## src/rtl/csst_pkg.sv

```systemverilog
package csst_pkg;

  ////////////////////////////////////////////////////////////////////////////
  // main control register fields
  localparam logic [7:0] MC_RESET     = 8'h00;
  localparam int unsigned MC_POWER_BIT = 7;
  localparam int unsigned MC_TXE_BIT   = 6;
  localparam int unsigned MC_RXE_BIT   = 5;
  localparam int unsigned MC_DIR_BIT   = 4;
  localparam int unsigned MC_CONT_BIT  = 1;
  localparam int unsigned MC_SCE_BIT   = 0;

  ////////////////////////////////////////////////////////////////////////////
  // clock / phase control register fields
  localparam logic [7:0] CP_RESET     = 8'h00;
  localparam int unsigned CP_CKP_BIT   = 4;
  localparam int unsigned CP_DAP_BIT   = 3;
  localparam int unsigned CP_CKS_LSB   = 0;
  localparam int unsigned CP_CKS_W     = 3;
  localparam logic [2:0] CKS_DIV2     = 3'h0;
  localparam logic [2:0] CKS_SLAVE    = 3'h7;

  ////////////////////////////////////////////////////////////////////////////
  // length control register fields
  localparam logic [7:0] LEN_RESET    = 8'h00;
  localparam int unsigned LEN_TOP_BIT  = 3;
  localparam logic [4:0] LEN_BASE     = 5'h08;
  localparam logic [4:0] LEN_MAX      = 5'h10;

  ////////////////////////////////////////////////////////////////////////////
  // status register fields
  localparam int unsigned ST_TSF_BIT   = 7;
  localparam int unsigned ST_OVE_BIT   = 0;

  ////////////////////////////////////////////////////////////////////////////
  // sizes and serial clock reset level
  localparam int unsigned DATA_W       = 16;
  localparam int unsigned FIFO_DEPTH   = 8;
  localparam int unsigned DIV_W        = 6;
  localparam logic        SCK_RESET    = 1'h1;

  typedef enum logic [1:0] {
    CSST_IDLE = 2'b01,
    CSST_RUN  = 2'b10
  } csst_state_t;

endpackage

```

## src/rtl/csst_sync.sv

```systemverilog
`timescale 1ns/1ns
module csst_sync #(
  parameter int unsigned W = 1
) (
  input  wire logic         mclk,
  input  wire logic         srst,
  input  wire logic [W-1:0] d,
  output logic      [W-1:0] q
);

  typedef struct packed {
    logic [W-1:0] s1;
    logic [W-1:0] s2;
  } csst_sync_t;

  csst_sync_t r_q;
  csst_sync_t r_d;

  // first stage feeds only the second stage
  always_comb
  begin
    r_d    = r_q;
    r_d.s1 = d;
    r_d.s2 = r_q.s1;
  end

  always_ff @(posedge mclk)
  begin
    if (srst)
      r_q <= '0;
    else
      r_q <= r_d;
  end

  assign q = r_q.s2;

endmodule

```

## src/rtl/csst_fifo.sv

```systemverilog
`timescale 1ns/1ns
module csst_fifo #(
  parameter int unsigned W     = 16,
  parameter int unsigned DEPTH = 8
) (
  input  wire logic         mclk,
  input  wire logic         srst,
  input  wire logic         clr,
  input  wire logic         in_valid,
  input  wire logic [W-1:0] in_data,
  output logic              in_ready,
  output logic              out_valid,
  output logic      [W-1:0] out_data,
  input  wire logic         out_ready
);

  localparam int unsigned AW = $clog2(DEPTH);
  localparam logic [AW:0]   DEPTH_C = (AW+1)'(DEPTH);
  localparam logic [AW-1:0] LAST_C  = AW'(DEPTH - 1);

  typedef struct packed {
    logic [AW-1:0] wp;
    logic [AW-1:0] rp;
    logic [AW:0]   cnt;
    logic          full;
    logic          empty;
  } csst_fifo_t;

  csst_fifo_t    q;
  csst_fifo_t    d;
  logic [W-1:0]  mem [DEPTH];
  logic          push;
  logic          pop;

  assign push = in_valid & ~q.full;
  assign pop  = out_ready & ~q.empty;

  ////////////////////////////////////////////////////////////////////////////
  always_comb
  begin
    d = q;
    if (push)
      d.wp = (q.wp == LAST_C) ? '0 : q.wp + 1'b1;
    if (pop)
      d.rp = (q.rp == LAST_C) ? '0 : q.rp + 1'b1;
    if (push & ~pop)
      d.cnt = q.cnt + 1'b1;
    else if (pop & ~push)
      d.cnt = q.cnt - 1'b1;
    if (clr)
    begin
      d.wp  = '0;
      d.rp  = '0;
      d.cnt = '0;
    end
    // flags registered so in_ready and out_valid come from flip-flops
    d.full  = (d.cnt == DEPTH_C);
    d.empty = (d.cnt == '0);
  end

  always_ff @(posedge mclk)
  begin
    if (srst)
    begin
      q       <= '0;
      q.empty <= 1'b1;
    end
    else
      q <= d;
  end

  always_ff @(posedge mclk)
  begin
    if (push)
      mem[q.wp] <= in_data;
  end

  assign in_ready  = ~q.full;
  assign out_valid = ~q.empty;
  assign out_data  = mem[q.rp];

endmodule

```

## src/rtl/csst_channel.sv

```systemverilog
`timescale 1ns/1ns
// Notes on behaviour
// - control 00H: type 1, clock/2, master
// - control 07H: type 1, external clock, slave
// - source code 000 div2, 111 external
// - direction 0 msb first; 00 type 1
// - length 00H gives eight-bit frames
// - C1H: powered, transmit only, msb first
// - A1H: powered, receive only, msb first
// - E1H: powered, transmit and receive together
// - master transmit write sets busy, starts
// - receive only: dummy read starts reception
// - master drives clock, shifts data out
// - data in sampled with serial clock
// - after length: stop, clear busy, interrupt
// - interrupt also ends transmit-only frames
// - slave write sets busy, waits clock
// - slave shifts on master clock edges
// - read with continue set restarts reception
// - continue cleared: read starts nothing
// - length 8 to 16, right aligned
// - overrun when unread data is overwritten
// - overrun cleared by zero; power clears status
module csst_channel (
  input  wire logic        mclk,
  input  wire logic        srst,
  input  wire logic        main_ctl_wr,
  input  wire logic [7:0]  main_ctl_wdata,
  input  wire logic        clk_phase_wr,
  input  wire logic [7:0]  clk_phase_wdata,
  input  wire logic        len_ctl_wr,
  input  wire logic [7:0]  len_ctl_wdata,
  input  wire logic        status_wr,
  input  wire logic [7:0]  status_wdata,
  input  wire logic        tx_wr,
  input  wire logic [15:0] tx_wdata,
  output logic             tx_ready,
  input  wire logic        rx_rd,
  output logic      [15:0] rx_data,
  output logic      [7:0]  main_control_reg,
  output logic      [7:0]  clock_phase_control_reg,
  output logic      [7:0]  length_control_reg,
  output logic      [7:0]  channel_status_reg,
  output logic             communicating_flag,
  output logic             overrun_flag,
  output logic             reception_complete_irq,
  input  wire logic        serial_clock_pin_i,
  output logic             serial_clock_pin_o,
  output logic             serial_clock_pin_oe,
  output logic             serial_data_out_pin,
  input  wire logic        serial_data_in_pin
);

  typedef struct packed {
    csst_pkg::csst_state_t             st;
    logic [7:0]                        mc;
    logic [7:0]                        cp;
    logic [7:0]                        len;
    logic [csst_pkg::DATA_W-1:0]       sh;
    logic [csst_pkg::DATA_W-1:0]       rx;
    logic [4:0]                        bitcnt;
    logic [csst_pkg::DIV_W-1:0]        div;
    logic                              sck;
    logic                              sck_oe;
    logic                              dout;
    logic                              sck_prev;
    logic                              comm;
    logic                              ovf;
    logic                              unread;
    logic                              irq;
  } csst_chan_t;

  localparam csst_chan_t CHAN_RESET = '{
    st:       csst_pkg::CSST_IDLE,
    mc:       csst_pkg::MC_RESET,
    cp:       csst_pkg::CP_RESET,
    len:      csst_pkg::LEN_RESET,
    sck:      csst_pkg::SCK_RESET,
    default:  '0
  };

  csst_chan_t                  q;
  csst_chan_t                  d;

  logic                        power;
  logic                        txe;
  logic                        rxe;
  logic                        lsb_first;
  logic                        sce;
  logic                        dap;
  logic                        idle_lvl;
  logic [2:0]                  cks;
  logic                        master;
  logic                        cfg_open;
  logic [4:0]                  nbits;
  logic [16:0]                 ones;
  logic [csst_pkg::DATA_W-1:0] mask;
  logic [6:0]                  half_full;
  logic [csst_pkg::DIV_W-1:0]  half_m1;
  logic                        run;
  logic                        tick;
  logic                        s_sck;
  logic                        lead;
  logic                        trail;
  logic                        last_bit;
  logic                        tx_push;
  logic                        fifo_in_ready;
  logic                        fifo_valid;
  logic [csst_pkg::DATA_W-1:0] fifo_data;
  logic                        fifo_pop;
  logic                        fifo_clr;
  logic                        sin;
  logic [csst_pkg::DATA_W-1:0] sh_next;

  ////////////////////////////////////////////////////////////////////////////
  // shift helpers

  function automatic logic out_bit(
    input logic [csst_pkg::DATA_W-1:0] sh,
    input logic                        lsbf,
    input logic [4:0]                  n
  );
    logic [4:0] top;
    top = n - 5'h01;
    out_bit = lsbf ? sh[0] : sh[top[3:0]];
  endfunction

  function automatic logic [csst_pkg::DATA_W-1:0] shift_in(
    input logic [csst_pkg::DATA_W-1:0] sh,
    input logic                        din,
    input logic                        lsbf,
    input logic [4:0]                  n
  );
    logic [4:0]                  top;
    logic [csst_pkg::DATA_W-1:0] r;
    top = n - 5'h01;
    if (lsbf)
    begin
      r           = sh >> 1;
      r[top[3:0]] = din;
    end
    else
      r = {sh[csst_pkg::DATA_W-2:0], din};
    shift_in = r;
  endfunction

  ////////////////////////////////////////////////////////////////////////////
  // decode of the control registers

  assign power     = q.mc[csst_pkg::MC_POWER_BIT];
  assign txe       = q.mc[csst_pkg::MC_TXE_BIT];
  assign rxe       = q.mc[csst_pkg::MC_RXE_BIT];
  assign lsb_first = q.mc[csst_pkg::MC_DIR_BIT];
  assign sce       = q.mc[csst_pkg::MC_SCE_BIT];
  assign dap       = q.cp[csst_pkg::CP_DAP_BIT];
  // ckp 0 idles high, which is communication type 1
  assign idle_lvl  = ~q.cp[csst_pkg::CP_CKP_BIT];
  assign cks       = q.cp[csst_pkg::CP_CKS_LSB +: csst_pkg::CP_CKS_W];
  assign master    = (cks != csst_pkg::CKS_SLAVE);
  assign cfg_open  = ~power | ~(txe | rxe);

  // eight plus the low field, or sixteen when the top bit is set
  assign nbits = q.len[csst_pkg::LEN_TOP_BIT] ? csst_pkg::LEN_MAX :
                 csst_pkg::LEN_BASE + {2'h0, q.len[2:0]};
  assign ones  = (17'h00001 << nbits) - 17'h00001;
  assign mask  = ones[csst_pkg::DATA_W-1:0];

  // half period of 2^cks clocks; code 000 gives clock/2
  assign half_full = (7'h01 << cks) - 7'h01;
  assign half_m1   = half_full[csst_pkg::DIV_W-1:0];

  ////////////////////////////////////////////////////////////////////////////
  // serial clock edges

  csst_sync #(
    .W (1)
  ) u_sck_sync (
    .mclk (mclk),
    .srst (srst),
    .d    (serial_clock_pin_i),
    .q    (s_sck)
  );

  assign run  = (q.st == csst_pkg::CSST_RUN);
  assign tick = run & master & (q.div == half_m1);

  // slave edges come late by the synchroniser; the peer clock must stay
  // well below a quarter of mclk
  always_comb
  begin
    if (master)
    begin
      lead  = tick & (q.sck == idle_lvl);
      trail = tick & (q.sck != idle_lvl);
    end
    else
    begin
      lead  = run & (s_sck != q.sck_prev) & (q.sck_prev == idle_lvl);
      trail = run & (s_sck != q.sck_prev) & (q.sck_prev != idle_lvl);
    end
  end

  assign last_bit = (q.bitcnt == nbits - 5'h01);
  assign sin      = rxe & serial_data_in_pin;
  assign sh_next  = shift_in(q.sh, sin, lsb_first, nbits);

  ////////////////////////////////////////////////////////////////////////////
  // transmit buffer

  assign tx_push  = tx_wr & power & txe & fifo_in_ready;
  assign fifo_clr = ~power;

  csst_fifo #(
    .W     (csst_pkg::DATA_W),
    .DEPTH (csst_pkg::FIFO_DEPTH)
  ) u_tx_fifo (
    .mclk      (mclk),
    .srst      (srst),
    .clr       (fifo_clr),
    .in_valid  (tx_push),
    .in_data   (tx_wdata),
    .in_ready  (fifo_in_ready),
    .out_valid (fifo_valid),
    .out_data  (fifo_data),
    .out_ready (fifo_pop)
  );

  ////////////////////////////////////////////////////////////////////////////
  // next state

  always_comb
  begin
    d          = q;
    d.irq      = 1'b0;
    d.sck_prev = s_sck;
    fifo_pop   = 1'b0;

    if (main_ctl_wr)
      d.mc = main_ctl_wdata;
    // clock and length settings frozen while powered with either enable set
    if (clk_phase_wr & cfg_open)
      d.cp = clk_phase_wdata;
    if (len_ctl_wr & cfg_open)
      d.len = len_ctl_wdata;
    if (rx_rd)
      d.unread = 1'b0;
    if (status_wr & ~status_wdata[csst_pkg::ST_OVE_BIT])
      d.ovf = 1'b0;
    if (tx_push)
      d.comm = 1'b1;

    unique case (q.st)
      csst_pkg::CSST_IDLE:
      begin
        d.sck    = idle_lvl;
        d.div    = '0;
        d.bitcnt = '0;
        if (power & txe & fifo_valid)
        begin
          fifo_pop = 1'b1;
          d.sh     = fifo_data;
          d.dout   = out_bit(fifo_data, lsb_first, nbits);
          d.comm   = 1'b1;
          d.st     = csst_pkg::CSST_RUN;
        end
        else if (power & rxe & ~txe & rx_rd & sce)
        begin
          d.sh   = '0;
          d.comm = 1'b1;
          d.st   = csst_pkg::CSST_RUN;
        end
      end
      csst_pkg::CSST_RUN:
      begin
        if (master)
        begin
          d.div = tick ? '0 : q.div + 1'b1;
          if (tick)
            d.sck = ~q.sck;
        end
        if (lead & dap & (q.bitcnt != '0))
          d.dout = out_bit(q.sh, lsb_first, nbits);
        if (trail)
        begin
          d.sh     = sh_next;
          d.bitcnt = q.bitcnt + 5'h01;
          if (last_bit)
          begin
            d.st     = csst_pkg::CSST_IDLE;
            d.comm   = 1'b0;
            d.irq    = 1'b1;
            d.rx     = sh_next & mask;
            d.unread = 1'b1;
            // a read in this same cycle still counts as taken
            if (q.unread & ~rx_rd)
              d.ovf = 1'b1;
          end
          else if (~dap)
            d.dout = out_bit(sh_next, lsb_first, nbits);
        end
      end
      default:
      begin
        d.st = csst_pkg::CSST_IDLE;
      end
    endcase

    // power off aborts and wipes status
    if (~d.mc[csst_pkg::MC_POWER_BIT])
    begin
      d.st     = csst_pkg::CSST_IDLE;
      d.comm   = 1'b0;
      d.ovf    = 1'b0;
      d.unread = 1'b0;
      d.sck    = ~d.cp[csst_pkg::CP_CKP_BIT];
    end
    d.sck_oe = d.mc[csst_pkg::MC_POWER_BIT] &
               (d.cp[csst_pkg::CP_CKS_LSB +: csst_pkg::CP_CKS_W] != csst_pkg::CKS_SLAVE);
  end

  ////////////////////////////////////////////////////////////////////////////
  // state register

  always_ff @(posedge mclk)
  begin
    if (srst)
      q <= CHAN_RESET;
    else
      q <= d;
  end

  ////////////////////////////////////////////////////////////////////////////
  // outputs

  assign tx_ready                = fifo_in_ready;
  assign rx_data                 = q.rx;
  assign main_control_reg        = q.mc;
  assign clock_phase_control_reg = q.cp;
  assign length_control_reg      = q.len;
  assign channel_status_reg      = {q.comm, 6'h00, q.ovf};
  assign communicating_flag      = q.comm;
  assign overrun_flag            = q.ovf;
  assign reception_complete_irq  = q.irq;
  assign serial_clock_pin_o      = q.sck;
  assign serial_clock_pin_oe     = q.sck_oe;
  assign serial_data_out_pin     = q.dout;

endmodule

```

## config.mk

```make
export PLATFORM = sky130hd
export DESIGN_NAME = csst_channel
export DESIGN_NICKNAME = d
export VERILOG_FILES = /design/src/rtl/csst_pkg.sv /design/src/rtl/csst_sync.sv /design/src/rtl/csst_fifo.sv /design/src/rtl/csst_channel.sv
export SDC_FILE = /design/constraint.sdc
export NUM_CORES = 1
export LEC_CHECK = 0
export ABC_AREA = 1
export BUFFER_PORTS_ARGS = -buffer_cell sky130_fd_sc_hd__buf_2
export CAP_MARGIN = 10
export CORE_ASPECT_RATIO = 0.7
export CORE_UTILIZATION = 50
export DETAILED_ROUTE_END_ITERATION = 10
export GPL_TIMING_DRIVEN = 0
export HOLD_SLACK_MARGIN = 0.1
export MAX_ROUTING_LAYER = met4
export PLACE_DENSITY = 0.69
export SYNTH_ARGS = -nofsm -noshare
export SYNTH_HDL_FRONTEND = slang
export SYNTH_SLANG_ARGS = --single-unit
```

## constraint.sdc

```tcl
create_clock -name mclk -period 7.85 [get_ports mclk]
set_input_delay 1.57 -clock mclk [delete_from_list [all_inputs] [get_ports mclk]]
set_output_delay 1.57 -clock mclk [all_outputs]
set_load 0.005 [all_outputs]
```

==> out/summary.json <==
{
  "setup_path": {
    "critPathCapture": "serial_data_out_pin",
    "critical_path.endpoint_type": "flop",
    "worstPathArrival_ns": 4.50,
    "path_common_cell": "sky130_fd_sc_hd__nor2_1",
    "critical_path.top_delay_family": "buffers and inverters",
    "r2r_start": "length_control_reg[3]",
    "crit_start": "length_control_reg[3]",
    "regToRegSetupSlack_ns": 3.79,
    "cp-start-kind": "flop",
    "worstPathBufferInverterCount": 6,
    "worstPathMaxFanout": 12,
    "cp_cell_sequence": "inv_2 -> nand2_1 -> buf_2 -> buf_1 -> ha_1 -> buf_2 -> inv_1 -> clkbuf_1 -> a21oi_1 -> o21ai_0 -> nand3_1 -> nand4_1 -> o21ai_0 -> nor2_1 -> nor2_1 -> nor2_1 -> nand2_1 -> a21oi_1",
    "rr_worst_depth": 18,
    "path_depth": 18,
    "r2r_end": "serial_data_out_pin",
    "worstPathRequired_ns": 8.29,
    "critical-path-max-stage-delay_ns": 0.60,
    "timing_worst_setup_path_type": "flop to flop",
    "worst_path_max_delay_cell": "sky130_fd_sc_hd__buf_1"
  },
  "detailed_routing": {
    "viasPerCell": 5.52,
    "dr.first_iter.drc_count": 1121,
    "drt-total-wl_mm": 29.7,
    "via_count": 9300,
    "detailedRoute.firstPassIterationCount": 6,
    "final_antenna_net_count": 0,
    "drt_drc_violations_left": 0,
    "wl_per_cell_microns": 17.6
  },
  "timing": {
    "period_share_pct": 51.8,
    "clock_skew_ns": 0.0145,
    "rsz_0062_raised_after_global_routing": "no",
    "worst_hold_slack_ns": 0.441,
    "finalHoldViolations": 0,
    "setup_violations": 0,
    "final_critical_path_setup_slack_ns": 3.79,
    "maxSlewViolCount": 0,
    "achievable-frequency_mhz": 246,
    "period_needed_ns": 4.06,
    "worst-slew-pin-transition_ns": 0.903,
    "slew_headroom_pct": 39.5,
    "totalNegativeSetupSlack_ns": 0
  },
  "pwr": {
    "power.share.clock_pct": 39.9,
    "p_leak_nw": 5.09,
    "cell_internal_power_dissipation_mw": 1.87,
    "pwr-share-seq_pct": 50.5,
    "power_switching_share_pct": 24.9,
    "power-per-cell-area_nw_per_um2": 197,
    "p_comb_share_pct": 9.6,
    "maximum_ir_drop_on_the_vdd_rail_mv": 0.144,
    "power.total_mw": 2.49,
    "power.net_switching_uw": 620
  },
  "grt": {
    "via_count_of_the_first_global_routing_pass": 8749,
    "grt_pass1_wl_mm": 47.6,
    "globalRouteOverflowTotal": 0,
    "grt_max_degree": 15,
    "grt_util_all_layers_pct": 28.2,
    "antenna_found_initial": 1
  },
  "cells_and_area": {
    "design.final.nets": 1469,
    "layout.cells.most_common": "sky130_fd_sc_hd__nand2_1",
    "fill_cells": 1905,
    "top_register": "u_tx_fifo.mem",
    "most-common-layout-cells": "194 x sky130_fd_sc_hd__nand2_1, 156 x sky130_fd_sc_hd__nor2_1, 150 x sky130_fd_sc_hd__o21ai_0",
    "largest_reg_flops": 128,
    "final_area_sq_um": 12600,
    "fin_cells": 1685,
    "fin_util_pct": 60.0,
    "layout-drive-gt1-share_pct": 18.8,
    "synthToLayoutAreaGrowth_pct": 15.7
  },
  "logic_synthesis": {
    "syn_area_sq_um": 10900,
    "number_of_synthesized_register_bits": 222,
    "post_synth_inst_count": 1256,
    "synth_seq_area_share_pct": 52.5,
    "synth_edf_count": 128,
    "synth.area.mux_share_pct": 0.0918,
    "yosys.area_share.simple_pct": 20.0,
    "synthArstFlopShare_pct": 0,
    "synth-warning-count": 0,
    "main_combinational_cell_family_by_area_after_synthesis": "simple AND/OR/NAND/NOR gates",
    "synth_cell_types": 53,
    "synthAdderAreaFrac_pct": 2.06,
    "synthesis.area_per_instance_sq_um": 8.68,
    "synth-compound-area-share_pct": 15.0,
    "synth_top_flop_cell": "sky130_fd_sc_hd__edfxtp_1",
    "synth_xor_xnor_area_share_pct": 1.04
  },
  "floorplanning": {
    "effective_utilization_at_floorplan_pct": 51.9,
    "core-area_sq_um": 21000,
    "rows": 44,
    "chipWidth_microns": 179,
    "die_h_microns": 126,
    "ioPinCount": 113,
    "design.die.area_sq_um": 22400
  },
  "clock_tree": {
    "cts_root_buf": "sky130_fd_sc_hd__clkbuf_16",
    "cts-hold-fix-buffers": 0,
    "numClockSinks": 222,
    "cts_buffer_depth": 3,
    "h-tree-depth": 1,
    "cts.clk_slew.worst_paths_ns": 0.06,
    "postCtsSetupBuffers": 0,
    "tritoncts": "yes",
    "cts-buffers-inserted": 23,
    "insertion_delay_ns": 0.52,
    "cts_resized": 0
  },
  "run_status": {
    "status": "completed"
  },
  "hold_path": {
    "hold_class": "flop to flop"
  },
  "placed_design": {
    "placement.cell_area_sq_um": 11900,
    "post-dp-hpwl_mm": 21.6,
    "count_of_input_and_output_buffers": 98,
    "place_ws_ns": 3.97,
    "place_congestion": 0.910,
    "placed_cells": 1644
  },
  "flow_run": {
    "max_capacitance_violation_count": 0
  }
}
[worst min-delay path, stage by stage (launching register included)]
cell,delay (ns)
sky130_fd_sc_hd__dfxtp_1,0.32
sky130_fd_sc_hd__inv_1,0.05
sky130_fd_sc_hd__nor2_1,0.03
[cell families (layout without fill, tap and decap cells)]
group           after synthesis  count (layout)
buf+inv                     201             347
fa+ha+maj                    18              18
xor+xnor                     13              13
compound gates              293             293
other cells                   2               9
simple gates                506             506
mux                           1               1
flops                       222             222
[cell usage after synthesis, types with 3 or more instances]
cell type	number	area share, %
sky130_fd_sc_hd__inv_2	11	0.38
sky130_fd_sc_hd__nand2_2	5	0.29
sky130_fd_sc_hd__edfxtp_1	128	35
sky130_fd_sc_hd__clkbuf_1	35	1.2
sky130_fd_sc_hd__nor2_4	3	0.31
sky130_fd_sc_hd__nand3_1	99	4.5
sky130_fd_sc_hd__buf_6	6	0.62
sky130_fd_sc_hd__inv_1	77	2.6
sky130_fd_sc_hd__nor2_1	162	5.6
sky130_fd_sc_hd__nor2_2	6	0.34
sky130_fd_sc_hd__buf_4	48	3.3
sky130_fd_sc_hd__a211oi_1	3	0.21
sky130_fd_sc_hd__clkinv_1	4	0.14
sky130_fd_sc_hd__dfxtp_1	94	17
sky130_fd_sc_hd__nor3_1	9	0.41
sky130_fd_sc_hd__o21ai_0	150	6.9
sky130_fd_sc_hd__o22ai_1	7	0.40
sky130_fd_sc_hd__nand4_1	16	0.92
sky130_fd_sc_hd__o211ai_1	22	1.5
sky130_fd_sc_hd__ha_1	18	2.1
sky130_fd_sc_hd__buf_1	4	0.14
sky130_fd_sc_hd__o21ai_1	31	1.4
sky130_fd_sc_hd__buf_2	15	0.69
sky130_fd_sc_hd__xor2_1	6	0.48
sky130_fd_sc_hd__xnor2_1	7	0.56
sky130_fd_sc_hd__a21oi_2	10	0.80
sky130_fd_sc_hd__nand2_1	194	6.7
sky130_fd_sc_hd__a21oi_1	55	2.5
[worst min-delay path by stage]
stage / slack (ns) / depth (start not counted) / start / endpoint
finish: 0.44 / 2 / u_sck_sync.q / q[4]
global route: 0.46 / 2 / u_sck_sync.q / q[4]
CTS: 0.44 / 2 / u_sck_sync.q / q[4]
detailed placement: 0.43 / 2 / u_sck_sync.r_d[0] / u_sck_sync.q
global placement: 0.43 / 2 / u_sck_sync.r_d[0] / u_sck_sync.q
floorplan: 0.39 / 2 / u_sck_sync.r_d[0] / u_sck_sync.q
[layer usage]
layer	part of all wire (%)	global-route usage (%)
met1	47	42.9
met2	41	39.0
met3	10	5.41
met4	1.1	5.08
met5	0	-
[power by group through the flow]
stage | clock, mW | combinational, mW | sequential [mW]
2_1_floorplan | 0 | 0.150 | 1.28
3_3_place_gp | 0 | 0.230 | 1.28
3_5_place_dp | 0 | 0.232 | 1.28
4_1_cts | 1.00 | 0.234 | 1.26
5_1_grt | 1.05 | 0.264 | 1.26
6_report | 0.992 | 0.239 | 1.26
[area by class of cell]
| cell class | instances | area [sq um] | share of cell area [%] |
|---|---|---|---|
| flip-flops and latches | 222 | 5730 | 45.4 |
| diodes | 1 | 2.50 | 0.0198 |
| clock buffers | 28 | 597 | 4.73 |
| well taps | 276 | 345 | 2.74 |
| multi-input cells | 839 | 4230 | 33.5 |
| plain buffers | 108 | 649 | 5.15 |
| clock inverters | 12 | 75.1 | 0.595 |
| repair buffers | 106 | 641 | 5.08 |
| inverters | 93 | 352 | 2.79 |
No activity file was read; power rests on OpenSTA's default activity.
